==> src/bsp_pkg.sv <==
package bsp_pkg;

   // ----------------------------------------------------------------
   // Register offsets
   // ----------------------------------------------------------------
   localparam logic [3:0] OFS_F_DIR   = 4'h0;
   localparam logic [3:0] OFS_F_PINS  = 4'h1;
   localparam logic [3:0] OFS_F_LATCH = 4'h2;
   localparam logic [3:0] OFS_G_DIR   = 4'h3;
   localparam logic [3:0] OFS_G_PINS  = 4'h4;
   localparam logic [3:0] OFS_G_LATCH = 4'h5;
   localparam logic [3:0] OFS_AN_ONE  = 4'h6;
   localparam logic [3:0] OFS_AN_TWO  = 4'h7;
   localparam logic [3:0] OFS_MEMCTL  = 4'h8;
   localparam logic [3:0] OFS_SEL2    = 4'h9;
   localparam logic [3:0] OFS_SELIO   = 4'ha;
   localparam logic [3:0] OFS_PPCTL   = 4'hb;
   localparam logic [3:0] OFS_STATUS  = 4'hc;

   // ----------------------------------------------------------------
   // Reset values
   // ----------------------------------------------------------------
   localparam logic [7:0] RST_F_DIR   = 8'hff;
   localparam logic [7:0] RST_F_LATCH = 8'h00;
   localparam logic [4:0] RST_G_DIR   = 5'h1f;
   localparam logic [4:0] RST_G_LATCH = 5'h00;
   localparam logic [7:0] RST_AN      = 8'h00;
   localparam logic [7:0] RST_MEMCTL  = 8'h00;
   // Select configs come up nonzero so the select pins start as bus signals.
   localparam logic [7:0] RST_SEL     = 8'hff;
   localparam logic [7:0] RST_PPCTL   = 8'h00;

   // ----------------------------------------------------------------
   // Field positions and codes
   // ----------------------------------------------------------------
   localparam int          MEM_EBD_BIT  = 7;
   localparam logic [7:0]  MEM_WMASK    = 8'hf3;
   localparam logic [1:0]  WMODE_BYTE   = 2'h1;
   localparam logic [7:0]  AN_WMASK     = 8'h3f;
   localparam logic [3:0]  AN_ALL_DIG   = 4'hf;
   localparam int          PP_LOCK2_BIT = 3;
   localparam int          PP_LOCK1_BIT = 2;

   typedef enum logic [1:0] {
      BSP_LK_IDLE = 2'b00,
      BSP_LK_HALF = 2'b01,
      BSP_LK_OPEN = 2'b11
   } bsp_lock_e;

endpackage

==> src/bsp_pin_mux.sv <==
`timescale 1ns/10ps
`default_nettype none

// One bit of a port: owner function or port registers drive the pin.
module bsp_pin_mux (
   // Port registers
   input  wire logic i_dir,
   input  wire logic i_latch,
   // Alternate function
   input  wire logic i_alt_own,
   input  wire logic i_alt_oe,
   input  wire logic i_alt_out,
   // Pin
   output logic      o_pin_out,
   output logic      o_pin_oe
);

   always_comb begin
      if (i_alt_own) begin
         o_pin_out = i_alt_out;
         o_pin_oe  = i_alt_oe;
      end else begin
         o_pin_out = i_latch;
         o_pin_oe  = ~i_dir;
      end
   end

endmodule

`default_nettype wire

==> src/bsp_ports_fg.sv <==
`timescale 1ns/10ps
`default_nettype none

module bsp_ports_fg #(
   parameter bit LARGE_VARIANT = 1'b1
) (
   // Clock and reset
   input  wire logic       i_mclk,
   input  wire logic       i_rst_n,
   // Register port
   input  wire logic [3:0] i_addr,
   input  wire logic [7:0] i_wdata,
   input  wire logic       i_wr,
   input  wire logic       i_rd,
   output logic      [7:0] o_rdata,
   // Execution state from the core
   input  wire logic       i_exec_internal,
   input  wire logic       i_bus_16bit,
   // Bus function signals from the memory interface
   input  wire logic       i_sel_io,
   input  wire logic       i_sel_one,
   input  wire logic       i_sel_two,
   input  wire logic       i_addr16,
   input  wire logic       i_low_sel,
   input  wire logic       i_high_sel,
   input  wire logic [4:0] i_g_bus_out,
   // Sixth port pin
   input  wire logic [7:0] i_f_pin,
   output logic      [7:0] o_f_out,
   output logic      [7:0] o_f_oe,
   output logic      [2:0] o_f_analog,
   // Seventh port pin
   input  wire logic [4:0] i_g_pin,
   output logic      [4:0] o_g_out,
   output logic      [4:0] o_g_oe,
   // Lock state
   output logic            o_lock_open
);

   // ----------------------------------------------------------------
   // State
   // ----------------------------------------------------------------
   typedef struct packed {
      logic [7:0]         f_dir;
      logic [7:0]         f_latch;
      logic [4:0]         g_dir;
      logic [4:0]         g_latch;
      logic [7:0]         an_one;
      logic [7:0]         an_two;
      logic [7:0]         memctl;
      logic [7:0]         sel2;
      logic [7:0]         selio;
      logic [7:0]         ppctl;
      bsp_pkg::bsp_lock_e lock;
      logic [7:0]         rdata;
   } bsp_state_s;

   bsp_state_s st_reg;
   bsp_state_s st_next;

   function automatic logic hit(input logic [3:0] a, input logic [3:0] o);
      hit = (a == o);
   endfunction

   // ----------------------------------------------------------------
   // Ownership
   // ----------------------------------------------------------------
   logic       bus_off;
   logic       analog_on;
   logic       sel_busy;
   logic       bytesel_on;
   logic       f4_own;
   logic       g_io;
   logic [7:0] f_own;
   logic [7:0] f_alt;
   logic [7:0] f_alt_oe;
   logic [4:0] g_own;

   always_comb begin
      bus_off    = st_reg.memctl[bsp_pkg::MEM_EBD_BIT];
      analog_on  = (st_reg.an_two[3:0] != bsp_pkg::AN_ALL_DIG);
      sel_busy   = LARGE_VARIANT ? ((st_reg.sel2 != 8'h00) || (st_reg.selio != 8'h00))
                                 : (st_reg.selio != 8'h00);
      bytesel_on = i_bus_16bit && (st_reg.memctl[1:0] == bsp_pkg::WMODE_BYTE);
      f4_own     = LARGE_VARIANT ? sel_busy
                                 : ~(bus_off && i_exec_internal);
      g_io       = bus_off && i_exec_internal;
      f_own      = {bytesel_on, bytesel_on, sel_busy, f4_own, sel_busy,
                    analog_on, analog_on, analog_on};
      f_alt      = {i_high_sel, i_low_sel, i_sel_one,
                    (LARGE_VARIANT ? i_sel_two : i_addr16), i_sel_io,
                    3'h0};
      f_alt_oe   = {5'h1f, 3'h0};
      g_own      = {~g_io, ~g_io && ~(~i_exec_internal && ~i_bus_16bit),
                    ~g_io, ~g_io, ~g_io};
   end

   // Analog pins are released to the converter; driver off.
   assign o_f_analog = f_own[2:0];

   // ----------------------------------------------------------------
   // Pin drivers
   // ----------------------------------------------------------------
   genvar gi;
   generate
      for (gi = 0; gi < 8; gi++) begin : g_fbit
         bsp_pin_mux u_mux (
            .i_dir     (st_reg.f_dir[gi]),
            .i_latch   (st_reg.f_latch[gi]),
            .i_alt_own (f_own[gi]),
            .i_alt_oe  (f_alt_oe[gi]),
            .i_alt_out (f_alt[gi]),
            .o_pin_out (o_f_out[gi]),
            .o_pin_oe  (o_f_oe[gi])
         );
      end
      for (gi = 0; gi < 5; gi++) begin : g_gbit
         bsp_pin_mux u_mux (
            .i_dir     (st_reg.g_dir[gi]),
            .i_latch   (st_reg.g_latch[gi]),
            .i_alt_own (g_own[gi]),
            .i_alt_oe  (1'b1),
            .i_alt_out (i_g_bus_out[gi]),
            .o_pin_out (o_g_out[gi]),
            .o_pin_oe  (o_g_oe[gi])
         );
      end
   endgenerate

   // ----------------------------------------------------------------
   // Register file and lock
   // ----------------------------------------------------------------
   // The lock only opens on two writes in a row that set the second
   // bit and then the first; any other write closes it, so a stray
   // write between the steps cannot leave it armed; a read does not touch it.
   logic [7:0] pp_wr;

   always_comb begin
      st_next = st_reg;
      pp_wr   = 8'h00;
      if (i_wr) begin
         if (hit(i_addr, bsp_pkg::OFS_F_DIR))   st_next.f_dir   = i_wdata;
         if (hit(i_addr, bsp_pkg::OFS_F_PINS))  st_next.f_latch = i_wdata;
         if (hit(i_addr, bsp_pkg::OFS_F_LATCH)) st_next.f_latch = i_wdata;
         if (hit(i_addr, bsp_pkg::OFS_G_DIR))   st_next.g_dir   = i_wdata[4:0];
         if (hit(i_addr, bsp_pkg::OFS_G_PINS))  st_next.g_latch = i_wdata[4:0];
         if (hit(i_addr, bsp_pkg::OFS_G_LATCH)) st_next.g_latch = i_wdata[4:0];
         if (hit(i_addr, bsp_pkg::OFS_AN_ONE))  st_next.an_one  = i_wdata;
         if (hit(i_addr, bsp_pkg::OFS_AN_TWO))
            st_next.an_two = i_wdata & bsp_pkg::AN_WMASK;
         if (hit(i_addr, bsp_pkg::OFS_MEMCTL))
            st_next.memctl = i_wdata & bsp_pkg::MEM_WMASK;
         if (hit(i_addr, bsp_pkg::OFS_SELIO))   st_next.selio   = i_wdata;
         if (hit(i_addr, bsp_pkg::OFS_SEL2) && (st_reg.lock == bsp_pkg::BSP_LK_OPEN))
            st_next.sel2 = i_wdata;
         if (hit(i_addr, bsp_pkg::OFS_PPCTL)) begin
            pp_wr          = i_wdata;
            st_next.ppctl  = i_wdata;
         end
         case (st_reg.lock)
            bsp_pkg::BSP_LK_IDLE: begin
               if (hit(i_addr, bsp_pkg::OFS_PPCTL) && pp_wr[bsp_pkg::PP_LOCK2_BIT]
                   && !pp_wr[bsp_pkg::PP_LOCK1_BIT])
                  st_next.lock = bsp_pkg::BSP_LK_HALF;
            end
            bsp_pkg::BSP_LK_HALF: begin
               if (hit(i_addr, bsp_pkg::OFS_PPCTL) && pp_wr[bsp_pkg::PP_LOCK2_BIT]
                   && pp_wr[bsp_pkg::PP_LOCK1_BIT])
                  st_next.lock = bsp_pkg::BSP_LK_OPEN;
               else
                  st_next.lock = bsp_pkg::BSP_LK_IDLE;
            end
            default: begin
               st_next.lock = bsp_pkg::BSP_LK_IDLE;
            end
         endcase
         // A fresh first step re-arms from any state, so a repeated or
         // interrupted unlock attempt starts over instead of being lost.
         if (hit(i_addr, bsp_pkg::OFS_PPCTL) && pp_wr[bsp_pkg::PP_LOCK2_BIT]
             && !pp_wr[bsp_pkg::PP_LOCK1_BIT])
            st_next.lock = bsp_pkg::BSP_LK_HALF;
      end
      st_next.rdata = 8'h00;
      if (i_rd) begin
         case (i_addr)
            bsp_pkg::OFS_F_DIR:   st_next.rdata = st_reg.f_dir;
            bsp_pkg::OFS_F_PINS:  st_next.rdata = i_f_pin & ~{5'h00, o_f_analog};
            bsp_pkg::OFS_F_LATCH: st_next.rdata = st_reg.f_latch;
            bsp_pkg::OFS_G_DIR:   st_next.rdata = {3'h0, st_reg.g_dir};
            bsp_pkg::OFS_G_PINS:  st_next.rdata = {3'h0, i_g_pin};
            bsp_pkg::OFS_G_LATCH: st_next.rdata = {3'h0, st_reg.g_latch};
            bsp_pkg::OFS_AN_ONE:  st_next.rdata = st_reg.an_one;
            bsp_pkg::OFS_AN_TWO:  st_next.rdata = st_reg.an_two;
            bsp_pkg::OFS_MEMCTL:  st_next.rdata = st_reg.memctl;
            bsp_pkg::OFS_SEL2:    st_next.rdata = st_reg.sel2;
            bsp_pkg::OFS_SELIO:   st_next.rdata = st_reg.selio;
            bsp_pkg::OFS_PPCTL:   st_next.rdata = st_reg.ppctl;
            bsp_pkg::OFS_STATUS:  st_next.rdata = {f_own[7:3], g_io, bytesel_on,
                                                   st_reg.lock == bsp_pkg::BSP_LK_OPEN};
            default:              st_next.rdata = 8'h00;
         endcase
      end
   end

   always_ff @(posedge i_mclk or negedge i_rst_n) begin
      if (!i_rst_n) begin
         st_reg.f_dir   <= bsp_pkg::RST_F_DIR;
         st_reg.f_latch <= bsp_pkg::RST_F_LATCH;
         st_reg.g_dir   <= bsp_pkg::RST_G_DIR;
         st_reg.g_latch <= bsp_pkg::RST_G_LATCH;
         st_reg.an_one  <= bsp_pkg::RST_AN;
         st_reg.an_two  <= bsp_pkg::RST_AN;
         st_reg.memctl  <= bsp_pkg::RST_MEMCTL;
         st_reg.sel2    <= bsp_pkg::RST_SEL;
         st_reg.selio   <= bsp_pkg::RST_SEL;
         st_reg.ppctl   <= bsp_pkg::RST_PPCTL;
         st_reg.lock    <= bsp_pkg::BSP_LK_IDLE;
         st_reg.rdata   <= 8'h00;
      end else begin
         st_reg <= st_next;
      end
   end

   assign o_rdata     = st_reg.rdata;
   assign o_lock_open = (st_reg.lock == bsp_pkg::BSP_LK_OPEN);
endmodule

`default_nettype wire

==> config.mk <==
export PLATFORM = sky130hd
export DESIGN_NAME = bsp_ports_fg
export DESIGN_NICKNAME = d
export VERILOG_FILES = /design/src/bsp_pkg.sv /design/src/bsp_pin_mux.sv /design/src/bsp_ports_fg.sv
export SDC_FILE = /design/constraint.sdc
export NUM_CORES = 1
export LEC_CHECK = 0
export ABC_AREA = 1
export BUFFER_PORTS_ARGS = -buffer_cell sky130_fd_sc_hd__buf_2
export CORE_MARGIN = 4
export CORE_UTILIZATION = 55
export DETAILED_ROUTE_END_ITERATION = 10
export GPL_TIMING_DRIVEN = 0
export PLACE_DENSITY = 0.79
export RECOVER_POWER = 100
export SLEW_MARGIN = 20
export SYNTH_ARGS = -nofsm -noshare
export SYNTH_HDL_FRONTEND = slang
export SYNTH_SLANG_ARGS = --single-unit
==> constraint.sdc <==
create_clock -name i_mclk -period 1.3 [get_ports i_mclk]
set_input_delay 0.13 -clock i_mclk [delete_from_list [all_inputs] [get_ports i_mclk]]
set_output_delay 0.13 -clock i_mclk [all_outputs]
set_load 0.01 [all_outputs]
After elaboration in Yosys (flattened, before gate mapping)
Index checks and enable logic that the tools add are counted.
{"block": "op_classes", "addsub": 0, "multipliers": 0, "div": 0, "order_cmp": 0, "n_eq_ne": 17, "shifts": 0, "mux": 37, "n_bitwise": 19, "n_reduce_logical": 27}
{"op": "one-hot mux 8 bit (13 select lines)", "n": 1}
{"op": "2-to-1 mux 1 bit", "n": 26}
{"op": "2-to-1 mux 8 bit", "n": 3}
{"op": "AND reduction 2 bit", "n": 11}
{"op": "== test 4 bit (second input constant)", "n": 5}
{"op": "NOT 1 bit", "n": 17}
{"op": "== test 4 x 3 -> 1 bit (second input constant)", "n": 4}
{"op": "nonzero test 8 bit", "n": 2}
{"op": "2-to-1 mux 5 bit", "n": 2}
{"op": "bitwise AND 8 bit", "n": 1}
{"op": "== test 4 x 2 -> 1 bit (second input constant)", "n": 2}
{"op": "logical AND 1 bit", "n": 8}
{"op": "2-to-1 mux 4 bit", "n": 2}
{"op": "NOT 3 -> 8 bit", "n": 1}
{"op": "== test 2 x 1 -> 1 bit (second input constant)", "n": 2}
{"op": "== test 4 x 1 -> 1 bit (second input constant)", "n": 1}
{"op": "logical NOT 4 bit", "n": 1}
{"op": "2-to-1 mux 2 bit", "n": 2}
{"op": "inequality test 4 bit (second input constant)", "n": 1}
{"op": "one-hot mux 2 bit (2 select lines)", "n": 1}
{"op": "nonzero test 2 bit", "n": 2}
{"op": "== test 2 bit (second input constant)", "n": 1}
{"op": "logical NOT 2 bit", "n": 1}
{"op": "inequality test 2 bit (second input constant)", "n": 1}
{"op": "other kinds (2)", "n": 2}
{"block": "word_totals", "reg_bits": 80, "latch_bits": 0, "mem_bits_rw": 0, "romBits": 0, "in_bits": 42, "n_memories": 0}

Logic depth before layout (Yosys ltp)
Gate-level depths: netlist (run 1).
{"block": "logic_depth", "ltp_word": 8, "depth_mapped": 9, "mapped_depth_nobuf": 9}

Hierarchy
From an unflattened synthesis (run 1), not the netlist that was laid out.
{"block": "hier_totals", "hier_cells": 605, "hier_area_um2": 4332.9}
{"mod": "bsp_ports_fg", "n_inst": 1, "cells_each": 527, "area_each_um2": 4023.9}
{"mod": "bsp_pin_mux", "n_inst": 13, "cells_each": 6, "area_each_um2": 23.8}

Worst setup path after synthesis (run 1)
Ideal clock, no wire load.
{"block": "synth_timing", "kind": "reg-to-output", "from": "reg st_reg[24] in the netlist's numbering", "to": "out o_f_out[4]", "arrival_time_ps": 1086, "t_required_ps": 1170, "slack_ps": 84, "stages_incl_launch_ff": 9, "n_path_buf": 1, "path_cell_list": "dfstp_2 nor2_1 nand2_1 nor2_1 nand2_1 inv_1 nand2_1 nand2_1 buf_4"}
{"block": "synth_between", "elab_chain_len": 3}
{"element": "start, declared", "line_no": "bsp_ports_fg.sv:58", "text": "bsp_state_s st_reg;"}
{"element": "start signal, assigned", "line_no": "bsp_ports_fg.sv:220", "text": "st_reg <= st_next;"}
{"element": "nonzero test 8 bit"}
{"element": "logical OR 1 bit", "line_no": "bsp_ports_fg.sv:82", "text": "sel_busy = LARGE_VARIANT ? ((st_reg.sel2 != 8'h00) || (st_reg.selio != 8'h00))"}
{"element": "2-to-1 mux 1 bit", "line_no": "bsp_pin_mux.sv:19", "text": "if (i_alt_own) begin"}
{"element": "end, declared", "line_no": "bsp_ports_fg.sv:29", "text": "output logic [7:0] o_f_out,"}
No other way between the ends.

Final worst setup path (run 1)
{"block": "layout_timing", "from": "reg st_reg[45] in the netlist's numbering", "to": "out o_f_analog[2]"}
{"block": "layout_between", "elab_chain_len": 1}
{"element": "inequality test 4 bit", "line_no": "bsp_ports_fg.sv:81", "text": "analog_on = (st_reg.an_two[3:0] != bsp_pkg::AN_ALL_DIG);"}
{"element": "end, declared", "line_no": "bsp_ports_fg.sv:31", "text": "output logic [2:0] o_f_analog,"}
No other way between the ends.

==> results of run 1 <==
[layer usage]
layer / vias up / routed length (µm)
li1: 2072 / -
met2: 258 / 6590
met5: - / 0
met3: 31 / 1250
met4: 0 / 323
met1: 2078 / 5420
[synth_stat cells]
cell type / n
a21oi_1: 1
o21ai_4: 1
o21ai_1: 3
buf_6: 7
buf_2: 10
inv_1: 34
mux2_2: 1
o21ai_0: 72
nand2_2: 2
nand2_1: 203
dfstp_2: 29
nor2_2: 1
nor2_1: 64
dfrtp_1: 51
nand3_2: 1
nor3_1: 4
buf_4: 37
nand3_1: 65
nand3_4: 2
nand2_4: 1
inv_2: 3
nor2_4: 5
clkbuf_1: 1
[power breakdown]
part,switching (mW),internal (mW),total [mW]
registers,0.343,3.01,3.35
clock network,0.903,0.992,1.89
logic,0.888,0.714,1.60
total,2.13,4.72,6.85
[path summary, 6_finish.rpt]
path / to / slack, ps
min reg2reg: st_reg[14]$_DFFE_PN0P_ / 490
max in group asynchronous: st_reg[63]$_DFFE_PN1P_ / 50
min: st_reg[8]$_DFFE_PN0P_ / 90
max: o_f_analog[2] / -390
max reg2reg: o_rdata[2]$_DFF_PN0_ / -220
min in group asynchronous: st_reg[16]$_DFFE_PN0P_ / 450
[layout make-up]
cell class | instances | area [µm²] | share of cell area
buffer | 29 | 211 | 0.0375
clock buffer | 13 | 159 | 0.0282
clock inverter | 3 | 42.5 | 0.00754
inverter | 37 | 148 | 0.0262
multi-input combinational | 426 | 2030 | 0.359
sequential | 80 | 2040 | 0.361
tap | 102 | 128 | 0.0226
timing repair buffer | 111 | 882 | 0.156
timing repair inverter | 1 | 7.51 | 0.00133
[kinds of logic (layout without fill, tap and decap cells)]
| logic type | after synthesis | count (layout) | share of synthesized area |
|---|---|---|---|
| buffers and inverters | 92 | 194 | 0.123 |
| multiplexers | 1 | 1 | 0.00252 |
| flip-flops | 80 | 80 | 0.456 |
| AO/OA/AOI/OAI | 77 | 77 | 0.0886 |
| AND/OR/NAND/NOR | 348 | 348 | 0.331 |
[stage by stage]
| stage | setup WS [ps] | TNS, ps | util |
|---|---|---|---|
| after floorplan | 84.3 | 0 | - |
| after global placement | -408 | -28950 | 0.639 |
| after detailed placement | -229 | -8950 | 0.642 |
| after CTS | -375 | -7120 | 0.710 |
| after global routing | -460 | -15360 | 0.723 |
| final | -387 | -8880 | 0.723 |
[critical path: stages (launching register included)]
cell and delay (ps):
dfrtp_1 380, nand2_2 80, nor2_4 240, clkinvlp_4 150
buf_6 140, buf_6 100, buf_6 110
[repair_timing]
item | CTS | global route
hold endpoints to repair | 27 | 0
cloned | 1 | 0
setup endpoints to repair | 34 | 36
setup buffers | 21 | 10
pin swaps | 31 | 28
resized for setup | 83 | 29
hold buffers | 2 | 0
==> impl_summary.txt, run 1 <==
----------------------------------------------------
[Logic synthesis]
  Count of synthesis-stage warnings from yosys ... 0
  Proportion of netlist area held by the largest area contributor ... 0.285
  Post-synthesis sequential area ratio ... 0.456
  Leading cell types by total area after synthesis ... dfrtp_1 (29%), dfstp_2 (17%), nand2_1 (17%)
  Average footprint of a synthesized cell ... between 7 and 8 µm²
  Gate Count Post-Synth ... between 500 and 600
  Cell area after technology mapping ... 4470 µm²
  Register bit total from synthesis ... 80
  Synthesized net count ... 640
  Dominant cell type by area after synthesis ... dfrtp_1
  Number of library cell types mapped by synthesis ... 23

[Floorplanning]
  Top-level port count ... 80
  Cell Rows ... 32
  CORE AREA ... 7810 µm²
  Area of the die ... 9640 µm²
  Y dimension of the die ... approximately 100 µm
  Starting utilization of the core area ... 0.573
  Horiz. Die Dim ... 98.2 µm

[Critical path]
  Highest fanout seen on the critical path ... 3
  Critical Path Sink Type ... output port
  Beginning of the critical path ... st_reg[45]$_DFFE_PN0P_
  Startpoint class of the critical path ... flop
  Beginning of the worst register-to-register path ... bus_off$_DFFE_PN0P_
  Critical path required time ... approximately 1200 ps
  Arr. time, crit path ... 1560 ps
  Category of the critical setup timing path ... flop to output port
  R2R cell count ... 9

[Timing]
  Finish-stage setup viols ... 34
  RSZ-0062 raised after global routing ... yes
  Worst-case hold slack ... 94.1 ps
  Final Critical Period ... about 1700 ps
  Tightest Pin Transition ... between 900 and 1000 ps
  Count of final max-slew check failures ... 0
  Worst path setup slack after routing ... -387 ps
  Period Utilization, post-route ... 1.30
  Maximum achievable frequency ... approximately 590 MHz
  Number of hold-slack violations in the final timing report ... 0
  Worst rel slew slack ... 0.364
  Setup Skew ... 4.13 ps

[Power]
  Leakage power of the design ... 2.88 nW
  Largest vdd supply drop ... between 0.7 and 0.8 mV
  Pwr per Cell Area ... 1210 nW/µm²
  Total power consumption of the routed design ... a little under 7 mW

[Clock network]
  Clock tree from TritonCTS ... done
  Root buffer selected by CTS ... clkbuf_8
  Cts bufs inserted ... 9
  Maximum number of buffers from clock root to sink ... 2
  Clock transition at the register clock pins on the worst setup and hold paths after CTS ... 80 ps
  Number of sinks driven by the clock tree ... 80
  H-tree level count ... 3
  Worst skew pair latency ... 350 ps

[Routing]
  Routed via count divided by cell count ... 5.53
  Post-route ant nets ... 0
  DRC violations left ... 0
  Total routed wirelength ... 13.6 mm
  Total vias in the final route ... around 4400
  Mean routed wirelength per cell ... 16.9 µm
  Number of optimization iterations in the first detailed-route pass ... 5
  Initial drt markers ... 339

[Finish]
  Synthesis-to-layout area growth ... 26.1%
  Commonest non-fill, non-tap cell in the layout ... nand2_1
  Final layout net count ... 737
  Top library cells by usage in the layout, fill and taps aside ... nand2_1 (180), o21ai_0 (70), nand3_1 (65)
  N_diodes ... 0
  Fraction of layout instances using a drive strength above 1 ... 0.324
  Post-route insts no fill ... 802
  Fillers ... 633
  Max reg flops ... 71
  Post-route cell area ... 5640 µm²

[Global route]
  Global Route met2 Usage ... 0.473
  Total track usage ... 0.288
  Met3 GRT Util ... 0.0407
  Maximum number of pins on one net before global-route repair ... 44
  Via count of the first global-routing pass ... 4210
  Wire length of the first global-routing pass ... 21.8 mm
  GRT busiest layer ... met2
  Total gr overflow ... 0
  Number of antenna violations at the first check in global routing ... 0
  Met1 global-route usage ... 0.392

[Place]
  Placement Cell Area ... 5010 µm²
  Instance count after placement with tap cells included ... ~800
  IO Port Bufs ... 78
  Routability-driven placement congestion ratio ... approximately 1
  Final HPWL DP ... about 9.4 mm

[Hold path]
  Startpoint of the lowest-slack hold path ... i_wdata[2]
  Worst Hold Class ... input pin to flop
  Depth of the worst hold-timing path ... 4

[Run status]
  Outcome ... finished, violations left
  Violated checks ... setup timing

[Flow run]
  Reported max-cap violation count ... 0

----------------------------------------------------
Power figures use the tool's default switching activity.
==> inputs of run 2 (changes only) <==
--- a/config.mk
+++ b/config.mk
@@ -17,3 +17,4 @@
 export SYNTH_ARGS = -nofsm -noshare
 export SYNTH_HDL_FRONTEND = slang
 export SYNTH_SLANG_ARGS = --single-unit
+export TNS_END_PERCENT = 10
==> impl_summary.txt, run 2 (synthesis results as in run 1) <==
----------------------------------------------------
[Finish]
  Fraction of layout instances using a drive strength above 1 ... 0.295 (-0.0293)
  Final layout net count ... 742 (+0.68%)
  Post-route insts no fill ... 807 (+0.62%)
  Commonest non-fill, non-tap cell in the layout ... nand2_1
  Top library cells by usage in the layout, fill and taps aside ... nand2_1 (194), o21ai_0 (69), nand3_1 (66)
  Synthesis-to-layout area growth ... 19.7%
  Fillers ... 694 (+9.6%)
  Max reg flops ... 71 (unchanged)
  N_diodes ... 0 (unchanged)

[Critical path]
  Reg-to-reg critical path endpoint ... o_rdata[2]$_DFF_PN0_
  R2R cell count ... 8 (-1)
  Reg2Reg Setup Slack ... -130 ps (+90 ps)
  Sequence of cells on the critical path ... nor2_2 -> nand2_1 -> nor2_1 -> nand2_2 -> nand2_1 -> o21ai_1 -> buf_2
  Peak per-stage delay on the critical path ... 560 ps (+180 ps)
  Beginning of the worst register-to-register path ... bus_off$_DFFE_PN0P_
  Critical Path Sink Type ... output port
  Arr. time, crit path ... 1570 ps (about the same)
  Highest-delay cell along the critical path ... dfstp_2
  Cell family with the largest share of critical-path delay ... flip-flops
  Highest fanout seen on the critical path ... 6 (+3)
  Category of the critical setup timing path ... flop to output port
  WP buf/inv ... 1 (-3)
  Crit-path most repeated cell ... nand2_1
  Startpoint class of the critical path ... flop
  Critical path required time ... 1170 ps (about the same)

[Power]
  Switching power of the nets ... 2.04 mW (-4.6%)
  Internal cell power ... 4.64 mW (-1.6%)
  Pwr per Cell Area ... 1250 nW/µm² (+2.7%)
  Relative contribution of sequential cells to total power ... 0.497 (+0.008)
  Proportion of total power due to net switching ... 0.305 (-0.00662)
  Share of power burned in combinational logic ... 0.219 (-0.015)
  Clock network fraction of design power ... 0.284 (+0.007)
  Largest vdd supply drop ... 0.695 mV (-1.4%)
  Leakage power of the design ... 2.82 nW (-2.0%)

[Routing]
  Total routed wirelength ... 13.1 mm (-3.8%)
  Total vias in the final route ... 4350 (-2.0%)
  DRC violations left ... 0 (unchanged)
  Routed via count divided by cell count ... 5.39 (-2.6%)
  Initial drt markers ... 311 (-8.3%)
  Mean routed wirelength per cell ... 16.2 µm (-4.4%)
  Post-route ant nets ... 0 (unchanged)
  Number of optimization iterations in the first detailed-route pass ... 7 (+2)

[Timing]
  Worst path setup slack after routing ... -402 ps (-15.3 ps)
  Maximum achievable frequency ... 588 MHz (-0.90%)
  Setup TNS after final layout ... -8380 ps (+504 ps)
  RSZ-0062 raised after global routing ... yes
  Period Utilization, post-route ... 1.31 (+0.0118)
  Finish-stage setup viols ... 36 (+5.9%)
  Count of final max-slew check failures ... 0 (unchanged)
  Setup Skew ... 5.95 ps (+1.82 ps)
  Worst rel slew slack ... 0.380 (+0.0158)
  Number of hold-slack violations in the final timing report ... 0 (unchanged)
  Tightest Pin Transition ... 930 ps (-23.7 ps)
  Final Critical Period ... 1700 ps (+15.3 ps)

[Run status]
  Outcome ... finished, violations left
  Violated checks ... setup timing

[Place]
  Instance count after placement with tap cells included ... 779 (unchanged)
  IO Port Bufs ... 78 (unchanged)
  Routability-driven placement congestion ratio ... 1.01 (unchanged)
  Final HPWL DP ... 9.44 mm (unchanged)

[Clock network]
  Root buffer selected by CTS ... clkbuf_8
  Clock transition at the register clock pins on the worst setup and hold paths after CTS ... 80 ps (about the same)
  Cts bufs inserted ... 9 (unchanged)
  H-tree level count ... 3 (unchanged)
  Maximum number of buffers from clock root to sink ... 2 (unchanged)
  Number of sinks driven by the clock tree ... 80 (unchanged)
  Clock tree from TritonCTS ... done
  Worst skew pair latency ... 350 ps (about the same)

[Hold path]
  Worst Hold Class ... input pin to flop
  Endpoint with the worst hold slack ... st_reg[8]$_DFFE_PN0P_
  Startpoint of the lowest-slack hold path ... i_wdata[2]
  Depth of the worst hold-timing path ... 4 (unchanged)

[Floorplanning]
  CORE AREA ... 7810 µm² (unchanged)
  Area of the die ... 9640 µm² (unchanged)
  Starting utilization of the core area ... 0.573 (unchanged)
  Cell Rows ... 32 (unchanged)
  Horiz. Die Dim ... 98.2 µm (unchanged)
  Top-level port count ... 80 (unchanged)
  Y dimension of the die ... 98.2 µm (unchanged)

[Global route]
  Total gr overflow ... 0 (unchanged)
  Total track usage ... 0.279 (-0.00906)
  Maximum number of pins on one net before global-route repair ... 44 (unchanged)
  Wire length of the first global-routing pass ... 21.1 mm (-3.2%)
  Number of antenna violations at the first check in global routing ... 0 (unchanged)
  Via count of the first global-routing pass ... 4117 (-2.2%)

[Flow run]
  Reported max-cap violation count ... 0 (unchanged)

----------------------------------------------------
## run 2: changes by cell type in the layout (fill, tap and decap cells not counted), moves of 5 or more
cell	delta
buf_6	-34
buf_4	+23
buf_2	+18
nand2_1	+14
nand2_2	-10
nor2_4	-8
nor2_1	+5
## run 2: worst max-delay path by stage
stage	from	cells past startpoint	end
after floorplan	st_reg[24]$_DFFE_PN1P_	8	o_f_out[4]
after global placement	i_rst_n	1	st_reg[60]$_DFFE_PN0P_
after detailed placement	st_reg[28]$_DFFE_PN1P_	9	o_f_out[5]
after CTS	st_reg[27]$_DFFE_PN1P_	8	o_f_out[5]
after global routing	st_reg[27]$_DFFE_PN1P_	7	o_f_out[3]
final	st_reg[27]$_DFFE_PN1P_	7	o_f_out[3]
## run 2: timing repair
item	4_1_cts	5_1_grt
pin swaps	10	2
hold buffers	2	0
resized for setup	35	6
setup endpoints to repair	34	36
setup buffers	16	0
endpoints found under the hold margin	27	0
## run 2: worst min-delay path, cell delays in order
cell and delay (ps):
buf_2 100, a21oi_1 60, nand3_1 70, nand2_1 50
## run 2: power groups by stage
stage	registers [mW]	logic (mW)	clock network, mW
floorplan	3.25	0.875	0
global placement	3.34	1.25	0
detailed placement	3.35	1.30	0
CTS	3.32	1.46	1.90
global route	3.37	1.64	2.03
finish	3.32	1.46	1.90
## run 2: final cells by class
cell class	count	area (µm²)	area share
multi-input combinational	426	1900	0.354
buffer	49	358	0.0668
sequential	80	2040	0.380
tap	102	128	0.0238
clock buffer	13	159	0.0297
inverter	37	141	0.0264
timing repair buffer	97	596	0.111
clock inverter	3	42.5	0.00794
## run 2: routing by layer
layer / up-vias / GRT usage / wire length (µm)
met5: - / 0 / 0
met4: 0 / 0.102 / 339
met3: 35 / 0.0379 / 1120
met2: 216 / 0.448 / 6180
met1: 2015 / 0.389 / 5430
li1: 2084 / - / -
## run 2: metrics by stage
step           setup slack (ps)  utilization  hold WS [ps]  instance area [µm²]  power [mW]
2_1_floorplan              84.3            -          -166                 4470        4.13
3_3_place_gp               -408        0.639           358                 4990        4.59
3_5_place_dp               -229        0.642           122                 5010        4.66
4_1_cts                    -375        0.694          80.4                 5420        6.68
5_1_grt                    -454        0.686           142                 5360        7.04
6_report                   -402        0.686          89.9                 5360        6.68
==> inputs of run 3 (changes only) <==
--- a/config.mk
+++ b/config.mk
@@ -12,7 +12,6 @@
 export DETAILED_ROUTE_END_ITERATION = 10
 export GPL_TIMING_DRIVEN = 0
 export PLACE_DENSITY = 0.79
-export RECOVER_POWER = 100
 export SLEW_MARGIN = 20
 export SYNTH_ARGS = -nofsm -noshare
 export SYNTH_HDL_FRONTEND = slang
==> impl_summary.txt, run 3 (synthesis results as in run 1) <==
----------------------------------------------------
[Timing]
  Period Utilization, post-route ... 1.30 (-0.00521)
  Finish-stage setup viols ... 34 (-5.6%)
  Setup TNS after final layout ... -8040 ps (+340 ps)
  Final Critical Period ... 1700 ps (-6.77 ps)
  Worst path setup slack after routing ... -395 ps (+6.77 ps)
  Setup Skew ... 4.16 ps (-1.79 ps)
  Maximum achievable frequency ... 590 MHz (+0.40%)
  Worst rel slew slack ... 0.682 (+0.302)
  RSZ-0062 raised after global routing ... yes
  Tightest Pin Transition ... 478 ps (-452 ps)
  Number of hold-slack violations in the final timing report ... 0 (unchanged)
  Count of final max-slew check failures ... 0 (unchanged)

[Floorplanning]
  Starting utilization of the core area ... 0.573 (unchanged)
  Horiz. Die Dim ... 98.2 µm (unchanged)
  Top-level port count ... 80 (unchanged)
  Y dimension of the die ... 98.2 µm (unchanged)
  Cell Rows ... 32 (unchanged)
  Area of the die ... 9640 µm² (unchanged)
  CORE AREA ... 7810 µm² (unchanged)

[Power]
  Total power consumption of the routed design ... 6.71 mW (+0.44%)
  Pwr per Cell Area ... 1230 nW/µm² (-0.91%)
  Largest vdd supply drop ... 0.710 mV (+2.1%)
  Leakage power of the design ... 2.86 nW (+1.3%)

[Routing]
  Initial drt markers ... 329 (+5.8%)
  Mean routed wirelength per cell ... 16.1 µm (-0.41%)
  Post-route ant nets ... 0 (unchanged)
  Routed via count divided by cell count ... 5.43 (+0.71%)
  DRC violations left ... 0 (unchanged)
  Total vias in the final route ... 4381 (+0.71%)
  Number of optimization iterations in the first detailed-route pass ... 5 (-2)
  Total routed wirelength ... 13.0 mm (-0.41%)

[Clock network]
  Clock tree from TritonCTS ... done
  Clock transition at the register clock pins on the worst setup and hold paths after CTS ... 80 ps (about the same)
  Maximum number of buffers from clock root to sink ... 2 (unchanged)
  Root buffer selected by CTS ... clkbuf_8
  H-tree level count ... 3 (unchanged)
  Worst skew pair latency ... 350 ps (about the same)
  Number of sinks driven by the clock tree ... 80 (unchanged)
  Cts bufs inserted ... 9 (unchanged)

[Critical path]
  Highest fanout seen on the critical path ... 6 (unchanged)
  Arr. time, crit path ... 1570 ps (about the same)
  Crit-path most repeated cell ... nand2_1
  WP buf/inv ... 1 (unchanged)
  Highest-delay cell along the critical path ... dfstp_2
  Cell family with the largest share of critical-path delay ... flip-flops
  Critical Path Sink Type ... output port
  Category of the critical setup timing path ... flop to output port
  Critical path required time ... 1170 ps (about the same)
  Peak per-stage delay on the critical path ... 560 ps (about the same)
  Sequence of cells on the critical path ... nor2_2 -> nand2_1 -> nor2_1 -> nand2_2 -> nand2_1 -> o21ai_1 -> buf_2
  Startpoint class of the critical path ... flop

[Finish]
  Max reg flops ... 71 (unchanged)
  Commonest non-fill, non-tap cell in the layout ... nand2_1
  Final layout net count ... 742 (unchanged)
  Post-route insts no fill ... 807 (unchanged)
  N_diodes ... 0 (unchanged)
  Top library cells by usage in the layout, fill and taps aside ... nand2_1 (192), buf_2 (77), o21ai_0 (69)
  Fraction of layout instances using a drive strength above 1 ... 0.318 (+0.0227)
  Synthesis-to-layout area growth ... 21.4%

[Global route]
  Number of antenna violations at the first check in global routing ... 0 (unchanged)
  Via count of the first global-routing pass ... 4117 (unchanged)
  Maximum number of pins on one net before global-route repair ... 44 (unchanged)
  Total gr overflow ... 0 (unchanged)
  Total track usage ... 0.279 (unchanged)
  Wire length of the first global-routing pass ... 21.1 mm (unchanged)

[Place]
  Instance count after placement with tap cells included ... 779 (unchanged)
  Routability-driven placement congestion ratio ... 1.01 (unchanged)
  Final HPWL DP ... 9.44 mm (unchanged)
  IO Port Bufs ... 78 (unchanged)
  Placement-stage worst setup slack ... -229 ps (unchanged)

[Flow run]
  Reported max-cap violation count ... 0 (unchanged)

[Run status]
  Outcome ... finished, violations left
  Violated checks ... setup timing

[Hold path]
  Worst Hold Class ... input pin to flop

----------------------------------------------------
-- run 3: routing by layer --
metal,share of wire,global-route usage
met1,0.42,0.389
met2,0.48,0.448
met3,0.077,0.0379
met4,0.023,0.102
met5,0,0
-- run 3: stage by stage --
step,hold slack [ps],cell area [µm²],utilization
after global placement,358,4990,0.639
after detailed placement,122,5010,0.642
final,86.1,5430,0.696
after floorplan,-166,4470,-
after global routing,142,5430,0.696
after CTS,80.4,5420,0.694
-- run 3: worst min-delay path: cells and delay by family --
kind | cells | cell delay [ps]
compound gates | 1 | 60
buf+inv | 1 | 100
simple gates | 2 | 120
-- run 3: layout make-up --
type | count | area [µm²]
Buffer | 49 | 369
Clock buffer | 13 | 159
Clock inverter | 3 | 42.5
Fill cell | 674 | 2380
Inverter | 37 | 141
Multi-Input combinational cell | 426 | 1940
Sequential cell | 80 | 2040
Tap cell | 102 | 128
Timing Repair Buffer | 97 | 608
-- run 3: final timing paths --
path | startpoint | end | slack, ps | depth (start not counted)
setup / recovery | st_reg[27]$_DFFE_PN1P_ | o_f_out[3] | -400 | 7
hold / removal | i_wdata[2] | st_reg[8]$_DFFE_PN0P_ | 90 | 4
setup reg to reg | bus_off$_DFFE_PN0P_ | o_rdata[2]$_DFF_PN0_ | -130 | 8
hold reg to reg | st_reg[14]$_DFFE_PN0P_ | st_reg[14]$_DFFE_PN0P_ | 500 | 2
max in group asynchronous | i_rst_n | st_reg[77]$_DFFE_PN1P_ | 380 | 3
min in group asynchronous | i_rst_n | st_reg[16]$_DFFE_PN0P_ | 270 | 2
-- run 3: timing repair --
item,4_1_cts,5_1_grt
endpoints found under the hold margin,27,0
setup buffers,16,0
gates resized for setup,35,6
endpoints found under the setup margin,34,36
pin swaps,10,2
hold buffers,2,0
-- run 3: where the power goes --
group / internal [mW] / leakage [nW] / switching (mW)
logic: 0.656 / 1.80 / 0.826
clock network: 0.992 / 0.0996 / 0.908
registers: 3.01 / 0.958 / 0.317
